[src/hvc_pkg.sv]
// Shared constants, register map and types for the PLL holdover and calibration control.
package hvc_pkg;

  // Register port widths.
  localparam int unsigned ADDR_W = 10;
  localparam int unsigned DATA_W = 8;

  // Register offsets as seen on the serial control port.
  localparam logic [9:0] OFS_LOCK_CAL = 10'h018;
  localparam logic [9:0] OFS_LOCK_PIN = 10'h01a;
  localparam logic [9:0] OFS_REF_SEL = 10'h01c;
  localparam logic [9:0] OFS_HOLDOVER = 10'h01d;
  localparam logic [9:0] OFS_MON_THR = 10'h01f;
  localparam logic [9:0] OFS_UPDATE = 10'h232;

  // Storage index of each buffered register.
  localparam int unsigned NUM_REGS = 5;
  localparam int unsigned IDX_LOCK_CAL = 0;
  localparam int unsigned IDX_LOCK_PIN = 1;
  localparam int unsigned IDX_REF_SEL = 2;
  localparam int unsigned IDX_HOLDOVER = 3;
  localparam int unsigned IDX_MON_THR = 4;
  localparam logic [9:0] REG_OFS [NUM_REGS] = '{10'h018, 10'h01a, 10'h01c, 10'h01d, 10'h01f};

  // Writable bits per register; the calibration done bit is read only.
  localparam logic [7:0] REG_WMASK [NUM_REGS] = '{8'h7f, 8'h3f, 8'h1e, 8'h0b, 8'h03};
  localparam logic [7:0] REG_RESET = 8'h00;

  // Field positions in the lock detect and calibration register.
  localparam int unsigned LC_CAL_BIT = 0;
  localparam int unsigned LC_CALDIV_LSB = 1;
  localparam int unsigned LC_DLD_DIS_BIT = 3;
  localparam int unsigned LC_CNT_LSB = 5;

  // Lock pin control field and its current source lock mode code.
  localparam int unsigned LP_CTRL_LSB = 0;
  localparam logic [5:0] LP_CS_MODE = 6'h04;

  // Reference select fields.
  localparam int unsigned RS_BUF_LSB = 1;
  localparam int unsigned RS_PREF_BIT = 3;
  localparam int unsigned RS_AUTO_BIT = 4;

  // Holdover control fields.
  localparam int unsigned HO_EN_BIT = 0;
  localparam int unsigned HO_EXT_BIT = 1;
  localparam int unsigned HO_COMP_BIT = 3;

  // Monitor threshold fields and calibration readback.
  localparam int unsigned MT_FIRST_REFERENCE_EXT_BIT = 0;
  localparam int unsigned MT_SECOND_REFERENCE_EXT_BIT = 1;
  localparam logic [7:0] MT_CAL_DONE_MASK = 8'h40;

  // Update command bit.
  localparam int unsigned UP_GO_BIT = 0;

  // Consecutive in-window phase detector cycles needed for lock, by code.
  localparam logic [7:0] LOCK_TARGET [4] = '{8'h05, 8'h10, 8'h40, 8'hff};

  // One calibration lasts this many calibration clock cycles.
  localparam int unsigned CAL_CYCLES = 4400;
  localparam int unsigned CAL_CNT_W = 13;
  localparam logic [12:0] CAL_LAST = 13'(CAL_CYCLES - 1);

  // Holdover state machine.
  typedef enum logic [2:0] {
    HO_WAIT = 3'b001,
    HO_ARMED = 3'b010,
    HO_ACTIVE = 3'b100
  } hvc_ho_state_t;

  // Calibration sequencer state machine.
  typedef enum logic [1:0] {
    CAL_IDLE = 2'b01,
    CAL_RUN = 2'b10
  } hvc_cal_state_t;

  // Command from the register file to the calibration sequencer.
  typedef struct packed {
    logic start;
    logic [1:0] div_sel;
  } hvc_cal_cmd_t;

  // Status from the calibration sequencer.
  typedef struct packed {
    logic busy;
    logic done;
  } hvc_cal_stat_t;

endpackage

[src/hvc_cal_seq.sv]
// VCO calibration sequencer: calibration clock divider, cycle counter, sync and done.
`timescale 1ns/1ps
module hvc_cal_seq
  import hvc_pkg::*;
(
  input wire logic i_sys_clk,
  input wire logic i_rst_n,
  input wire logic i_pfd_event,
  input wire hvc_cal_cmd_t i_cmd,
  output hvc_cal_stat_t o_stat
);

  hvc_cal_state_t state_reg;
  hvc_cal_state_t state_next;
  logic [4:0] div_cnt_reg;
  logic [12:0] cyc_cnt_reg;
  logic done_reg;
  logic [4:0] div_ratio;
  logic cal_tick;
  logic cal_last;
  logic running;

  // Codes 0..3 divide the phase detector rate by 2, 4, 8 and 16.
  assign div_ratio = 5'h02 << i_cmd.div_sel;
  assign running = (state_reg == CAL_RUN);
  // The calibration clock is a one-cycle enable taken from phase detector events.
  assign cal_tick = running & i_pfd_event & (div_cnt_reg >= div_ratio - 5'h01);
  assign cal_last = cal_tick & (cyc_cnt_reg == CAL_LAST);

  // Only an explicit start leaves idle; without a reference the run simply stalls.
  always_comb
  begin
    state_next = state_reg;
    unique case (state_reg)
      CAL_IDLE: if (i_cmd.start) state_next = CAL_RUN;
      CAL_RUN: if (cal_last) state_next = CAL_IDLE;
      default: state_next = CAL_IDLE;
    endcase
  end

  // State, divider and cycle counter.
  always_ff @(posedge i_sys_clk or negedge i_rst_n)
  begin
    if (!i_rst_n)
    begin
      state_reg <= CAL_IDLE;
      div_cnt_reg <= 5'h00;
      cyc_cnt_reg <= 13'h0000;
    end
    else
    begin
      state_reg <= state_next;
      if (!running || cal_tick)
        div_cnt_reg <= 5'h00;
      else if (i_pfd_event)
        div_cnt_reg <= div_cnt_reg + 5'h01;
      if (!running)
        cyc_cnt_reg <= 13'h0000;
      else if (cal_tick)
        cyc_cnt_reg <= cyc_cnt_reg + 13'h0001;
    end
  end

  // Done clears at a new start and sets at the last calibration cycle.
  always_ff @(posedge i_sys_clk or negedge i_rst_n)
  begin
    if (!i_rst_n)
      done_reg <= 1'b0;
    else if (cal_last)
      done_reg <= 1'b1;
    else if (state_reg == CAL_IDLE && i_cmd.start)
      done_reg <= 1'b0;
  end

  // Busy doubles as the output sync that holds the outputs static.
  assign o_stat = {running, done_reg};
endmodule

[src/hvc_pll_ctrl.sv]
// PLL automatic holdover, lock detect counter, register file and calibration control.
//
// Behaviour
// - Holdover enabled: loss of lock tristates charge pump.
// - Entry decided by sensed lock indicator pin level.
// - Comparator disabled: pin sensed as always high.
// - Charge pump stays tristated while reference absent.
// - B counter reset on exit, at PHASE_DETECTOR event.
// - Pin must read high again before reentry.
// - Holdover follows only the selected reference.
// - Counter field sets cycles for lock; 00=5.
// - Digital lock detect runs only when enabled.
// - Holdover enable bit gates every holdover.
// - External control bit zero selects automatic holdover.
// - Pin control code 000100 selects current source mode.
// - Reference register: auto, preference, buffer enables.
// - Calibration starts only on explicit request.
// - Monitor thresholds normal or extended, by register.
// - Calibration clocked from divided reference; needs reference.
// - Readback bit shows calibration finished.
// - Output sync held during calibration only.
// - Calibration divider divides phase detector rate.
// - Calibration lasts 4400 calibration clock cycles.
`timescale 1ns/1ps
module hvc_pll_ctrl
  import hvc_pkg::*;
(
  input wire logic i_sys_clk,
  input wire logic i_rst_n,
  input wire logic i_reg_wr,
  input wire logic i_reg_rd,
  input wire logic [ADDR_W-1:0] i_reg_addr,
  input wire logic [DATA_W-1:0] i_reg_wdata,
  output logic [DATA_W-1:0] o_reg_rdata,
  input wire logic i_first_ref,
  input wire logic i_second_ref,
  input wire logic i_auto_sel_second,
  input wire logic [9:0] i_ref_div,
  input wire logic i_lock_indicator_pin,
  input wire logic i_pfd_in_window,
  output logic o_charge_pump_hiz,
  output logic o_b_counter_reset,
  output logic o_digital_lock_flag,
  output logic o_dld_enable,
  output logic [5:0] o_lock_pin_ctrl,
  output logic o_current_source_lock_mode,
  output logic [1:0] o_ref_buffer_en,
  output logic o_auto_switch_en,
  output logic o_prefer_second,
  output logic [1:0] o_mon_threshold_ext,
  output logic o_cal_sync,
  output logic o_cal_done
);

  logic [2:0] pin_in;
  logic [2:0] pin_level;
  logic [2:0] pin_rise;
  logic [NUM_REGS-1:0] hit;
  logic [7:0] sh_reg [NUM_REGS];
  logic [7:0] act_reg [NUM_REGS];
  logic [7:0] rd_chain [NUM_REGS+1];
  logic [7:0] rd_mux;
  logic [7:0] rdata_reg;
  logic update_pulse;
  logic cal_bit_shadow;
  logic cal_bit_active;
  logic [1:0] cal_div_sel;
  logic dld_dis;
  logic [1:0] lock_sel;
  logic [7:0] lock_target;
  logic [5:0] lock_pin_ctrl;
  logic sel_second;
  logic [1:0] buf_en;
  logic sel_edge;
  logic ho_en;
  logic ho_ext;
  logic comp_en;
  logic ho_allowed;
  logic ld_seen;
  logic [9:0] rdiv_eff;
  logic [9:0] r_cnt_reg;
  logic pfd_event;
  logic [7:0] lock_cnt_reg;
  logic [8:0] lock_cnt_inc;
  logic dld_flag_reg;
  hvc_ho_state_t ho_state_reg;
  hvc_ho_state_t ho_next;
  logic cp_hiz_reg;
  logic breset_reg;
  logic breset_next;
  logic dld_en_reg;
  logic cs_mode_reg;
  hvc_cal_cmd_t cal_cmd;
  hvc_cal_stat_t cal_stat;

  // Pins from outside pass three flip-flops; a level only counts once stages two and three
  // agree, which rejects a single metastable sample.
  assign pin_in = {i_lock_indicator_pin, i_second_ref, i_first_ref};

  for (genvar g = 0; g < 3; g++)
  begin : g_pin_sync
    logic [2:0] sync_reg;
    logic level_reg;
    always_ff @(posedge i_sys_clk or negedge i_rst_n)
    begin
      if (!i_rst_n)
      begin
        sync_reg <= 3'h0;
        level_reg <= 1'b0;
      end
      else
      begin
        sync_reg <= {sync_reg[1:0], pin_in[g]};
        if (sync_reg[1] == sync_reg[2])
          level_reg <= sync_reg[2];
      end
    end
    assign pin_level[g] = level_reg;
    assign pin_rise[g] = (sync_reg[1] == sync_reg[2]) & sync_reg[2] & ~level_reg;
  end

  // Address decode; each register is written into a buffer and only takes effect on update.
  for (genvar i = 0; i < NUM_REGS; i++)
  begin : g_regs
    assign hit[i] = (i_reg_addr == REG_OFS[i]);
    always_ff @(posedge i_sys_clk or negedge i_rst_n)
    begin
      if (!i_rst_n)
      begin
        sh_reg[i] <= REG_RESET;
        act_reg[i] <= REG_RESET;
      end
      else
      begin
        if (i_reg_wr && hit[i])
          sh_reg[i] <= i_reg_wdata & REG_WMASK[i];
        if (update_pulse)
          act_reg[i] <= sh_reg[i];
      end
    end
    assign rd_chain[i+1] = rd_chain[i] | (hit[i] ? sh_reg[i] : 8'h00);
  end

  // Read mux; the update register and unmapped offsets read as zero.
  assign rd_chain[0] = 8'h00;
  assign rd_mux = rd_chain[NUM_REGS] | (hit[IDX_MON_THR] ? (MT_CAL_DONE_MASK & {8{cal_stat.done}})
    : 8'h00);
  assign update_pulse = i_reg_wr & (i_reg_addr == OFS_UPDATE) & i_reg_wdata[UP_GO_BIT];

  // Read data is registered and holds until the next read.
  always_ff @(posedge i_sys_clk or negedge i_rst_n)
  begin
    if (!i_rst_n)
      rdata_reg <= 8'h00;
    else if (i_reg_rd)
      rdata_reg <= rd_mux;
  end

  // Fields of the active registers, plus the buffered calibrate bit.
  assign cal_bit_shadow = sh_reg[IDX_LOCK_CAL][LC_CAL_BIT];
  assign cal_bit_active = act_reg[IDX_LOCK_CAL][LC_CAL_BIT];
  assign cal_div_sel = act_reg[IDX_LOCK_CAL][LC_CALDIV_LSB +: 2];
  assign dld_dis = act_reg[IDX_LOCK_CAL][LC_DLD_DIS_BIT];
  assign lock_sel = act_reg[IDX_LOCK_CAL][LC_CNT_LSB +: 2];
  assign lock_pin_ctrl = act_reg[IDX_LOCK_PIN][LP_CTRL_LSB +: 6];
  assign buf_en = act_reg[IDX_REF_SEL][RS_BUF_LSB +: 2];
  assign ho_en = act_reg[IDX_HOLDOVER][HO_EN_BIT];
  assign ho_ext = act_reg[IDX_HOLDOVER][HO_EXT_BIT];
  assign comp_en = act_reg[IDX_HOLDOVER][HO_COMP_BIT];

  // Only the selected reference is watched; its input buffer must be enabled to see edges.
  assign sel_second = act_reg[IDX_REF_SEL][RS_AUTO_BIT] ? i_auto_sel_second
    : act_reg[IDX_REF_SEL][RS_PREF_BIT];
  assign sel_edge = sel_second ? (pin_rise[1] & buf_en[1]) : (pin_rise[0] & buf_en[0]);

  // Reference divider; a divide value of zero is treated as one.
  assign rdiv_eff = (i_ref_div == 10'h000) ? 10'h001 : i_ref_div;
  assign pfd_event = sel_edge & (r_cnt_reg >= rdiv_eff - 10'h001);

  always_ff @(posedge i_sys_clk or negedge i_rst_n)
  begin
    if (!i_rst_n)
      r_cnt_reg <= 10'h000;
    else if (pfd_event)
      r_cnt_reg <= 10'h000;
    else if (sel_edge)
      r_cnt_reg <= r_cnt_reg + 10'h001;
  end

  // Lock detect counter: consecutive in-window cycles raise the flag, one miss drops it.
  assign lock_target = LOCK_TARGET[lock_sel];
  assign lock_cnt_inc = {1'b0, lock_cnt_reg} + 9'h001;

  always_ff @(posedge i_sys_clk or negedge i_rst_n)
  begin
    if (!i_rst_n)
    begin
      lock_cnt_reg <= 8'h00;
      dld_flag_reg <= 1'b0;
    end
    else if (dld_dis)
    begin
      lock_cnt_reg <= 8'h00;
      dld_flag_reg <= 1'b0;
    end
    else if (pfd_event)
    begin
      lock_cnt_reg <= i_pfd_in_window ? ((lock_cnt_reg >= lock_target) ? lock_cnt_reg
        : lock_cnt_inc[7:0]) : 8'h00;
      dld_flag_reg <= i_pfd_in_window & (lock_cnt_inc >= {1'b0, lock_target});
    end
  end

  // Automatic holdover needs the enable, automatic source and a running lock detector.
  assign ho_allowed = ho_en & ~ho_ext & ~dld_dis;
  assign ld_seen = comp_en ? pin_level[2] : 1'b1;

  // Holdover sequence. Exit waits for a phase detector event on the selected reference, so a
  // lost reference keeps the pump tristated; a chattering lock flag can retrigger entry.
  always_comb
  begin
    ho_next = ho_state_reg;
    unique case (ho_state_reg)
      HO_WAIT: if (ho_allowed && ld_seen) ho_next = HO_ARMED;
      HO_ARMED:
      begin
        if (!ho_allowed)
          ho_next = HO_WAIT;
        else if (!ld_seen)
          ho_next = HO_ACTIVE;
      end
      HO_ACTIVE:
      begin
        if (!ho_en || pfd_event)
          ho_next = HO_WAIT;
      end
      default: ho_next = HO_WAIT;
    endcase
  end

  // The B counter reset coincides with the pump leaving high impedance on a reference event.
  assign breset_next = (ho_state_reg == HO_ACTIVE) & ho_en & pfd_event;

  always_ff @(posedge i_sys_clk or negedge i_rst_n)
  begin
    if (!i_rst_n)
    begin
      ho_state_reg <= HO_WAIT;
      cp_hiz_reg <= 1'b0;
      breset_reg <= 1'b0;
    end
    else
    begin
      ho_state_reg <= ho_next;
      cp_hiz_reg <= (ho_next == HO_ACTIVE);
      breset_reg <= breset_next;
    end
  end

  // Configuration outputs that need decoding get their own flip-flops.
  always_ff @(posedge i_sys_clk or negedge i_rst_n)
  begin
    if (!i_rst_n)
    begin
      dld_en_reg <= 1'b0;
      cs_mode_reg <= 1'b0;
    end
    else
    begin
      dld_en_reg <= ~dld_dis;
      cs_mode_reg <= (lock_pin_ctrl == LP_CS_MODE);
    end
  end

  // A calibration starts only when an update turns the calibrate bit from 0 to 1.
  // Holdover is not blocked during calibration; software must turn it off first.
  assign cal_cmd.start = update_pulse & cal_bit_shadow & ~cal_bit_active;
  assign cal_cmd.div_sel = cal_div_sel;

  hvc_cal_seq u_cal_seq (
    .i_sys_clk(i_sys_clk),
    .i_rst_n(i_rst_n),
    .i_pfd_event(pfd_event),
    .i_cmd(cal_cmd),
    .o_stat(cal_stat)
  );

  // Outputs, all taken from flip-flops except the sync, which is decoded from the sequencer state.
  assign o_reg_rdata = rdata_reg;
  assign o_charge_pump_hiz = cp_hiz_reg;
  assign o_b_counter_reset = breset_reg;
  assign o_digital_lock_flag = dld_flag_reg;
  assign o_dld_enable = dld_en_reg;
  assign o_lock_pin_ctrl = lock_pin_ctrl;
  assign o_current_source_lock_mode = cs_mode_reg;
  assign o_ref_buffer_en = buf_en;
  assign o_auto_switch_en = act_reg[IDX_REF_SEL][RS_AUTO_BIT];
  assign o_prefer_second = act_reg[IDX_REF_SEL][RS_PREF_BIT];
  assign o_mon_threshold_ext = {act_reg[IDX_MON_THR][MT_SECOND_REFERENCE_EXT_BIT],
    act_reg[IDX_MON_THR][MT_FIRST_REFERENCE_EXT_BIT]};
  assign o_cal_sync = cal_stat.busy;
  assign o_cal_done = cal_stat.done;
endmodule

[config.mk]
export PLATFORM = sky130hd
export DESIGN_NAME = hvc_pll_ctrl
export DESIGN_NICKNAME = d
export VERILOG_FILES = /design/src/hvc_pkg.sv /design/src/hvc_cal_seq.sv /design/src/hvc_pll_ctrl.sv
export SDC_FILE = /design/constraint.sdc
export NUM_CORES = 1
export LEC_CHECK = 0
export ABC_CLOCK_PERIOD_IN_PS = 2370
export BUFFER_PORTS_ARGS = -buffer_cell sky130_fd_sc_hd__buf_4
export CORE_MARGIN = 5
export CORE_UTILIZATION = 25
export DETAILED_ROUTE_END_ITERATION = 16
export GPL_TIMING_DRIVEN = 0
export HOLD_SLACK_MARGIN = 0.08
export PLACE_DENSITY = 0.48
export SLEW_MARGIN = 20
export SYNTH_ARGS = -nofsm -noshare
export SYNTH_HDL_FRONTEND = slang
export SYNTH_SLANG_ARGS = --single-unit
[constraint.sdc]
create_clock -name i_sys_clk -period 2.37 [get_ports i_sys_clk]
set_clock_uncertainty 0.1 [all_clocks]
set_input_delay 0.474 -clock i_sys_clk [delete_from_list [all_inputs] [get_ports i_sys_clk]]
set_output_delay 0.474 -clock i_sys_clk [all_outputs]
set_load 0.03 [all_outputs]
==> results of run 1 <==
final cells by class:
type / count / area [µm²] / share of cell area (%)
repair buffers: 93 / 840.8 / 10.54
multi-input cells: 401 / 3415 / 42.79
plain buffers: 31 / 225.2 / 2.822
well taps: 319 / 399.1 / 5.002
clock buffers: 10 / 229.0 / 2.869
inverters: 20 / 78.83 / 0.9878
flip-flops and latches: 109 / 2730 / 34.21
clock inverters: 6 / 62.56 / 0.7839
logic make-up (layout without fill, tap and decap cells):
logic type      Yosys count  after routing  synth area share (%)
xor+xnor                 18             18                 2.639
flops                   109            109                 45.71
buf+inv                  52            160                 4.189
other cells               1              1               0.06278
mux                      53             53                 9.782
fa+ha+maj                38             38                 7.918
simple gates            187            188                 17.99
compound gates          103            103                 11.71
worst max path at each step:
stage	end	slack (ns)	depth (start not counted)
5_1_grt	u_cal_seq.cyc_cnt_reg[5]	-1.13	14
6_report	lock_cnt_reg[5]	-0.99	14
4_1_cts	lock_cnt_reg[5]	-1.01	14
3_3_place_gp	u_cal_seq.cyc_cnt_reg[11]	-1.67	13
2_1_floorplan	u_cal_seq.cyc_cnt_reg[3]	-1.17	11
3_5_place_dp	u_cal_seq.cyc_cnt_reg[11]	-1.72	15
timing repair:
action                                  CTS  global route
hold buffers                              1             0
cloned                                    3             2
pin swaps                                34            21
buffers inserted                         14            14
endpoints found under the hold margin    39             0
endpoints found under the setup margin   45            55
gates resized for setup                  50            45
layer usage:
metal	vias to the layer above	wire (µm)	track usage, %
met4	0	261	3.516
met1	2370	7291	15.74
met5	-	0	0
li1	2280	-	-
met2	115	8057	20.31
met3	17	488	1.697
cells in the final DEF (no fill, tap or decap), types with 4 or more instances in the layout:
cell type,n
or4_1,6
o21ai_1,5
inv_1,19
o21a_1,4
o21ai_0,13
o31ai_1,4
nor2b_1,4
a21oi_1,15
nor2_4,10
nor4_4,7
ha_1,36
nand4_1,13
buf_2,4
clkbuf_1,11
xnor2_1,10
dfrtp_1,107
xor2_1,8
mux2_2,43
a21oi_2,6
buf_8,7
o311ai_1,4
a22oi_1,4
nand3_1,22
clkbuf_16,10
buf_4,86
o211ai_1,9
a31oi_1,4
nand2b_1,16
nor3_1,5
nand2_1,42
mux2i_1,9
and2_1,4
and3_1,9
inv_8,4
buf_6,8
nor2_1,15
critical path: cells and delay by family:
kind / cells / cell delay (ns)
xor+xnor: 1 / 0.12
simple gates: 6 / 1.59
buf+inv: 3 / 0.38
compound gates: 3 / 0.62
fa+ha+maj: 1 / 0.30
through the flow:
step           cell area, µm²  power (mW)  hold WS [ns]
5_1_grt                  7980       3.927        0.1053
6_report                 7980       3.787        0.1199
3_5_place_dp             7003       2.210        0.2389
4_1_cts                  7674       3.799        0.1053
2_1_floorplan            6122       2.058       0.07841
3_3_place_gp             6972       2.197        0.2367
report_power, final:
part           total (mW)  switching [mW]  internal [mW]
Sequential           1.90          0.0166           1.89
Combinational       0.358           0.186          0.171
Clock                1.53           0.776          0.751
Total                3.79           0.979           2.81
==> flow_metrics.tcl, run 1 <==
set metrics [dict create \
    arrival_ns 3.48 \
    via_per_inst 4.835 \
    slew_headroom_pct 35.45 \
    synth.largest_area_cell "dfrtp_1" \
    die_y_um 164.6 \
    start_util_pct 25.45 \
    critPathCaptureType "flip-flop" \
    leakagePower_nw 3.569 \
    clk_pin_slew_ns 0.08 \
    p_per_area_nw_per_um2 474.6 \
    htreeDepth 3 \
    fin_cells 989 \
    post-route-period-util_pct 141.8 \
    start_kind "input pin" \
    hp-start "i_lock_indicator_pin" \
    cp-startpoint "i_ref_div[3]" \
    status "finished with violations" \
    pin_count 64 \
    path_max_fanout 6 \
    path_class "input pin to flip-flop" \
    grt_pass1_wl_um 26020 \
    reg2reg_slack_ns -0.56 \
    yosys_most_used_dff "dfrtp_1" \
    drv_cap 0 \
    die-area_um2 27080 \
    track_usage_pct 11.92 \
    grt_pass1_vias 4919 \
    fill_cells 2348 \
    final_nets 739 \
    ys_types 64 \
    path_cells "buf_8 > nor2_4 > and4b_2 > or4b_4 > nor4_4 > xnor2_1 > ha_1 > nand4_1 > or3b_4 > o221a_4 > buf_12 > clkbuf_16 > a221oi_2 > a21oi_1" \
    final_hold_viol_count 0 \
    layout-drive-gt1-share_pct 34.93 \
    postLayoutSetupSlackWorst_ns -0.9901 \
    worstRegToRegCells 6 \
    yosysMostFrequentCell "dfrtp_1" \
    async_reset_ff_share_pct 100.0 \
    worstHoldEndpoint "g_pin_sync[2].sync_reg[0]" \
    syn_to_final_growth_pct 33.60 \
    routabilityCongestion 0.7964 \
    vias 4782 \
    yosysTopAreaCellShare_pct 44.83 \
    ys_seq_area_share_pct 45.71 \
    root_buffer "clkbuf_16" \
    dp_hpwl_um 11430 \
    cts_tree "yes" \
    synth-edff-count 0 \
    ys_seq_elements 109 \
    clock_sinks 109 \
    placed_cells 941 \
    worst-endpoint-required_ns 2.49 \
    min_path_type "input pin to flip-flop" \
    tightestPinTransition_ns 0.9494 \
    yosys_warnings 0 \
    setup_violations 44 \
    synthCells 561 \
    antenna_found_initial 0 \
    drc 0 \
    violations "setup timing" \
    wl_um 16100 \
    die_w_um 164.6 \
    antenna_cells 0 \
    synth_area_um2 5973 \
    row_count 56 \
    critPathMaxStageDelay_ns 0.53 \
    grt_start_max_net_pins 71 \
    final_util_pct 34.00 \
    period_minus_slack_ns 3.360 \
    firstDrtPassIters 4 \
    clockBufferDepth 2 \
    cts_buffers 9 \
    maxSlewViolCount 0 \
    peakVddDrop_uv 369.2 \
    gr-total-overflow 0 \
    core_um2 23470 \
    post_drt_wl_per_cell_um 16.28 \
    synth_fp_nets 635 \
    cp_slowest_cell "or4b_4" \
    r2r-end "r_cnt_reg[8]" \
    insertion_delay_ns 0.36 \
    rsz0062_at_grt "yes" \
    drt_first_iter_violations 236 \
    largest_reg_flops 21 \
    portBuffers 60 \
    dp_slack_ns -1.720 \
    maxClockFrequency_mhz 297.6 \
    ys_top_cells_by_area "dfrtp_1 (45%), mux2_2 (8.1%), ha_1 (7.8%)" \
    syn_avg_cell_area_um2 10.65 \
    hold_depth 1 \
    fin_setup_tns_ns -39.82 \
    synth_common_cells "dfrtp_1 (107), nand2_1 (45), mux2_2 (43)" \
    r2r_start "o_auto_switch_en" \
    final_antenna_net_count 0 \
]
(Power assumes the default switching activity.)
==> run 2, diff against run 1 <==
--- a/config.mk
+++ b/config.mk
@@ -5,14 +5,14 @@
 export SDC_FILE = /design/constraint.sdc
 export NUM_CORES = 1
 export LEC_CHECK = 0
-export ABC_CLOCK_PERIOD_IN_PS = 2370
-export BUFFER_PORTS_ARGS = -buffer_cell sky130_fd_sc_hd__buf_4
+export ABC_CLOCK_PERIOD_IN_PS = 3200
 export CORE_MARGIN = 5
 export CORE_UTILIZATION = 25
 export DETAILED_ROUTE_END_ITERATION = 16
+export DONT_BUFFER_PORTS = 1
 export GPL_TIMING_DRIVEN = 0
 export HOLD_SLACK_MARGIN = 0.08
-export PLACE_DENSITY = 0.48
+export PLACE_DENSITY = 0.44
 export SLEW_MARGIN = 20
 export SYNTH_ARGS = -nofsm -noshare
 export SYNTH_HDL_FRONTEND = slang
==> constraint.sdc (replaced) <==
create_clock -name i_sys_clk -period 3.2 [get_ports i_sys_clk]
set_clock_uncertainty 0.1 [all_clocks]
set_input_delay 0.64 -clock i_sys_clk [delete_from_list [all_inputs] [get_ports i_sys_clk]]
set_output_delay 0.64 -clock i_sys_clk [all_outputs]
set_load 0.03 [all_outputs]
==> flow_metrics.tcl, run 2 (same netlist as run 1, synthesis figures left out) <==
set metrics [dict create \
    syn_to_final_growth_pct 19.79 \
    die_y_um 164.6 \
    leakagePower_nw 3.122 \
    insertion_delay_ns 0.35 \
    final_nets 661 \
    r2r_start "o_auto_switch_en" \
    row_count 56 \
    wl_um 15650 \
    period_minus_slack_ns 3.416 \
    critPathMaxStageDelay_ns 0.51 \
    start_kind "input pin" \
    path_cells "nor4_4 > and4b_2 > or4b_4 > nor4_4 > xnor2_1 > ha_1 > nand4_1 > or3b_4 > o221a_4 > buf_12 > clkbuf_16 > o311ai_4 > o31ai_2" \
    grt_pass1_wl_um 25410 \
    final_antenna_net_count 0 \
    pin_count 64 \
    cpMostUsedCell "nor4_4" \
    path_class "input pin to flip-flop" \
    drv_cap 0 \
    fill_cells 2417 \
    cp_top_family "simple AND/OR/NAND/NOR gates" \
    drt_first_iter_violations 181 \
    grt_start_max_net_pins 110 \
    placed_area_um2 6521 \
    drc 0 \
    p_per_area_nw_per_um2 379.3 \
    clockBufferDepth 2 \
    start_util_pct 25.45 \
    final_util_pct 30.49 \
    firstDrtPassIters 4 \
    setup_violations 41 \
    clock_sinks 109 \
    antenna_cells 0 \
    r2r-end "lock_cnt_reg[2]" \
    final_common_cell "dfrtp_1" \
    post-route-period-util_pct 106.8 \
    violations "hold timing, setup timing" \
    finalInstanceArea_um2 7156 \
    worst-endpoint-required_ns 3.33 \
    tightestPinTransition_ns 1.016 \
    path_max_fanout 7 \
    critPathCaptureType "flip-flop" \
    cp_slowest_cell "or4b_4" \
    arrival_ns 3.55 \
    gr-total-overflow 0 \
    die-area_um2 27080 \
    htreeDepth 3 \
    peakVddDrop_uv 318.0 \
    via_per_inst 4.855 \
    vias 4423 \
    routabilityCongestion 0.8022 \
    maxClockFrequency_mhz 292.7 \
    final_cell_mix "dfrtp_1 (107), mux2_2 (43), nand2_1 (42), ha_1 (36), buf_4 (25)" \
    rsz0062_at_grt "yes" \
    reg2reg_slack_ns 0.25 \
    cts_buffers 9 \
    min_path_type "input pin to async pin" \
    cts_tree "yes" \
    layout-drive-gt1-share_pct 23.99 \
    clk_pin_slew_ns 0.07 \
    worstRegToRegCells 6 \
    slew_headroom_pct 32.26 \
    dp_slack_ns -0.9951 \
    core_um2 23470 \
    antenna_found_initial 0 \
    largest_reg_flops 21 \
    grt_pass1_vias 4753 \
    final_hold_viol_count 107 \
    root_buffer "clkbuf_16" \
    portBuffers 0 \
    die_w_um 164.6 \
    path_buf_inv 2 \
    dp_hpwl_um 11210 \
    postLayoutSetupSlackWorst_ns -0.2164 \
    hold_slack_ns -0.1249 \
    maxSlewViolCount 0 \
    track_usage_pct 11.78 \
    status "finished with violations" \
    post_drt_wl_per_cell_um 17.18 \
    p_total_mw 2.714 \
]
-- run 2: changes by cell type in the layout (fill, tap and decap cells not counted), moves of 3 or more --
cell	delta
buf_6	-7
buf_8	-5
o311ai_1	-3
buf_4	-61
nor2_4	-8
a21oi_2	-4
inv_8	-3
o21ai_0	+3
a21oi_1	+4
nor2_1	+8
-- run 2: power breakdown --
group / internal (mW) / switching [mW] / total, mW / leakage, nW
registers: 1.40 / 0.0224 / 1.42 / 1.43
clock network: 0.617 / 0.543 / 1.16 / 0.145
logic: 0.0666 / 0.0690 / 0.136 / 1.54
total: 2.08 / 0.634 / 2.71 / 3.12
-- run 2: per-layer routing --
layer | vias to the layer above | wire (µm) | global-route usage [%] | part of all wire (%)
met2 | 79 | 7577 | 19.57 | 48
li1 | 2118 | - | - | -
met5 | - | 0 | 0 | 0
met1 | 2209 | 7041 | 15.14 | 45
met3 | 17 | 798 | 2.920 | 5.1
met4 | 0 | 235 | 3.592 | 1.5
-- run 2: worst register-to-register path, cell delays in order, from the launching register on --
cell	delay, ns
dfrtp_1	0.55
mux2i_1	0.44
mux2_2	0.31
clkbuf_1	0.60
clkbuf_1	0.55
o211ai_1	0.19
o211ai_1	0.13
-- run 2: what timing repair did --
item | in CTS | in global routing
gates cloned | 2 | 0
pin swaps | 26 | 7
setup endpoints to repair | 44 | 44
setup buffers | 11 | 2
hold endpoints to repair | 109 | 109
resized for setup | 23 | 18
-- run 2: worst max path at each step --
stage | start | end | slack, ns | cells after the start
after CTS | i_ref_div[2] | lock_cnt_reg[7] | -0.15 | 13
after global placement | i_ref_div[2] | u_cal_seq.cyc_cnt_reg[11] | -0.91 | 12
after floorplan | i_ref_div[2] | u_cal_seq.cyc_cnt_reg[3] | -0.51 | 11
final | i_ref_div[6] | u_cal_seq.cyc_cnt_reg[8] | -0.22 | 13
after detailed placement | i_ref_div[2] | u_cal_seq.cyc_cnt_reg[9] | -1.0 | 12
after global routing | i_ref_div[5] | lock_cnt_reg[4] | -0.30 | 14
-- run 2: layout make-up --
class | count | area [µm²] | share of cell area (%)
Buffer | 32 | 226.5 | 3.165
Clock buffer | 10 | 229.0 | 3.200
Clock inverter | 6 | 71.32 | 0.9967
Inverter | 20 | 75.07 | 1.049
Multi-Input combinational cell | 400 | 3298 | 46.09
Sequential cell | 109 | 2730 | 38.15
Tap cell | 319 | 399.1 | 5.578
Timing Repair Buffer | 15 | 126.4 | 1.766
-- run 2: stage by stage --
step / std cells / TNS, ns
3_5_place_dp: 880 / -33.80
5_1_grt: 911 / -9.797
6_report: 911 / -6.098
3_3_place_gp: 880 / -30.70
4_1_cts: 909 / -4.249
2_1_floorplan: 561 / -17.23
==> run 3, diff against run 2 <==
--- a/config.mk
+++ b/config.mk
@@ -10,9 +10,9 @@
 export CORE_UTILIZATION = 25
 export DETAILED_ROUTE_END_ITERATION = 16
 export DONT_BUFFER_PORTS = 1
-export GPL_TIMING_DRIVEN = 0
 export HOLD_SLACK_MARGIN = 0.08
 export PLACE_DENSITY = 0.44
+export SETUP_SLACK_MARGIN = 0.2
 export SLEW_MARGIN = 20
 export SYNTH_ARGS = -nofsm -noshare
 export SYNTH_HDL_FRONTEND = slang
==> flow_metrics.tcl, run 3 (same netlist as run 1, synthesis figures left out) <==
set metrics [dict create \
    status "finished with violations" \
    violations "hold timing, setup timing" \
    die_w_um 164.6 \
    hold_slack_ns -0.1310 \
    r2r_start "o_auto_switch_en" \
    insertion_delay_ns 0.36 \
    maxClockFrequency_mhz 292.5 \
    reg2reg_slack_ns 0.45 \
    grt_pass1_vias 4658 \
    crit_cells 15 \
    final_util_pct 30.19 \
    core_um2 23470 \
    r2r-end "u_cal_seq.cyc_cnt_reg[3]" \
    final_common_cell "dfrtp_1" \
    period_minus_slack_ns 3.418 \
    clockBufferDepth 2 \
    p_int_mw 2.019 \
    placed_cells 872 \
    p_sw_mw 0.6579 \
    die-area_um2 27080 \
    firstDrtPassIters 4 \
    syn_to_final_growth_pct 18.62 \
    row_count 56 \
    worst-endpoint-required_ns 3.33 \
    post-route-period-util_pct 106.8 \
    final_hold_viol_count 107 \
    vias 4385 \
    path_max_fanout 5 \
    antenna_found_initial 0 \
    cp_slowest_cell "or4b_4" \
    cts_tree "yes" \
    tightestPinTransition_ns 1.032 \
    crit_path_end "lock_cnt_reg[4]" \
    path_cells "nor2_4 > and4b_2 > or4b_4 > nor2_4 > xnor2_2 > ha_1 > and3_4 > buf_6 > or3b_4 > o221a_4 > buf_4 > buf_4 > nor2_4 > buf_6 > o311ai_1" \
    htreeDepth 3 \
    routabilityCongestion 0.7707 \
    multi_input_comb_area_um2 3277 \
    arrival_ns 3.54 \
    final_nets 647 \
    final_antenna_net_count 0 \
    largest_reg_flops 21 \
    cts_buffers 9 \
    seqCellArea_um2 2730 \
    min_path_type "input pin to async pin" \
    p_clk_share_pct 42.1 \
    slew_headroom_pct 31.16 \
    cp-startpoint "i_ref_div[2]" \
    portBuffers 0 \
    gr-total-overflow 0 \
    postLayoutSetupSlackWorst_ns -0.2184 \
    worstRegToRegCells 4 \
    layout-drive-gt1-share_pct 23.70 \
    clk_pin_slew_ns 0.08 \
    drv_cap 0 \
    grt_pass1_wl_um 24300 \
    start_kind "input pin" \
    track_usage_pct 11.15 \
    wl_um 14680 \
    final_cell_mix "dfrtp_1 (107), mux2_2 (43), nand2_1 (42), ha_1 (36), buf_4 (26)" \
    start_util_pct 25.45 \
    pin_count 64 \
    antenna_cells 0 \
    cpMostUsedCell "nor2_4" \
    peakVddDrop_uv 264.2 \
    setup_violations 41 \
    grt_start_max_net_pins 110 \
    cp_top_family "simple AND/OR/NAND/NOR gates" \
    path_buf_inv 4 \
    path_class "input pin to flip-flop" \
    dp_hpwl_um 10280 \
    via_per_inst 4.889 \
    p_per_area_nw_per_um2 377.9 \
    root_buffer "clkbuf_16" \
    leakagePower_nw 3.094 \
    fin_cells 897 \
    drt_first_iter_violations 171 \
    post_drt_wl_per_cell_um 16.37 \
    fill_cells 2424 \
    p_comb_share_pct 4.9 \
    drc 0 \
    maxSlewViolCount 0 \
    critPathCaptureType "flip-flop" \
    rsz0062_at_grt "yes" \
    dp_slack_ns -0.6203 \
    critPathMaxStageDelay_ns 0.53 \
    pwr-share-seq_pct 53.0 \
    die_y_um 164.6 \
    clock_sinks 109 \
    p_sw_share_pct 24.57 \
]
-- run 3: cell type report --
type | instances | area share (%)
flip-flops and latches | 109 | 38.53
repair buffers | 33 | 4.273
multi-input cells | 400 | 46.25
well taps | 319 | 5.633
inverters | 20 | 1.060
clock buffers | 9 | 3.179
clock inverters | 7 | 1.077
-- run 3: layer usage --
layer / GRT usage [%] / up-vias / wire length (µm)
li1: - / 2087 / -
met5: 0 / - / 0
met2: 18.58 / 92 / 6999
met4: 2.193 / 0 / 151
met3: 4.018 / 17 / 935
met1: 14.01 / 2189 / 6594
-- run 3: worst min-delay path by stage --
stage / to / slack [ns] / depth (start not counted)
finish: lock_cnt_reg[1] / -0.13 / 0
global route: lock_cnt_reg[3] / -0.15 / 0
CTS: lock_cnt_reg[1] / -0.14 / 0
detailed placement: g_pin_sync[1].sync_reg[1] / 0.24 / 0
global placement: g_pin_sync[0].sync_reg[1] / 0.23 / 0
floorplan: g_pin_sync[0].sync_reg[1] / 0.23 / 0
-- run 3: worst reg2reg max path: cells and delay by family (launching register included) --
kind             cells  cell delay [ns]
muxes                3             1.29
and+or+nand+nor      1             0.69
DFF                  1             0.56
-- run 3: power groups by stage --
stage	clock network (mW)	logic, mW	registers [mW]
3_3_place_gp	0	0.101	1.45
4_1_cts	1.18	0.125	1.42
5_1_grt	1.22	0.144	1.42
3_5_place_dp	0	0.102	1.45
6_report	1.13	0.130	1.42
2_1_floorplan	0	0.0831	1.44
-- run 3: what timing repair did --
action / 4_1_cts / 5_1_grt
pin swaps: 22 / 15
hold endpoints to repair: 109 / 109
cloned: 1 / 0
setup endpoints to repair: 44 / 44
setup buffers: 7 / 1
resized for setup: 27 / 12
-- run 3: stage by stage --
stage                     TNS [ns]  hold WS (ns)  area (µm²)  power [mW]
after floorplan             -17.23        0.2312        6122       1.524
final                       -5.614       -0.1310        7086       2.677
after CTS                   -3.291       -0.1426        7014       2.725
after global routing        -10.15       -0.1540        7086       2.791
after detailed placement    -21.24        0.2394        6513       1.550
after global placement      -20.03        0.2337        6513       1.547
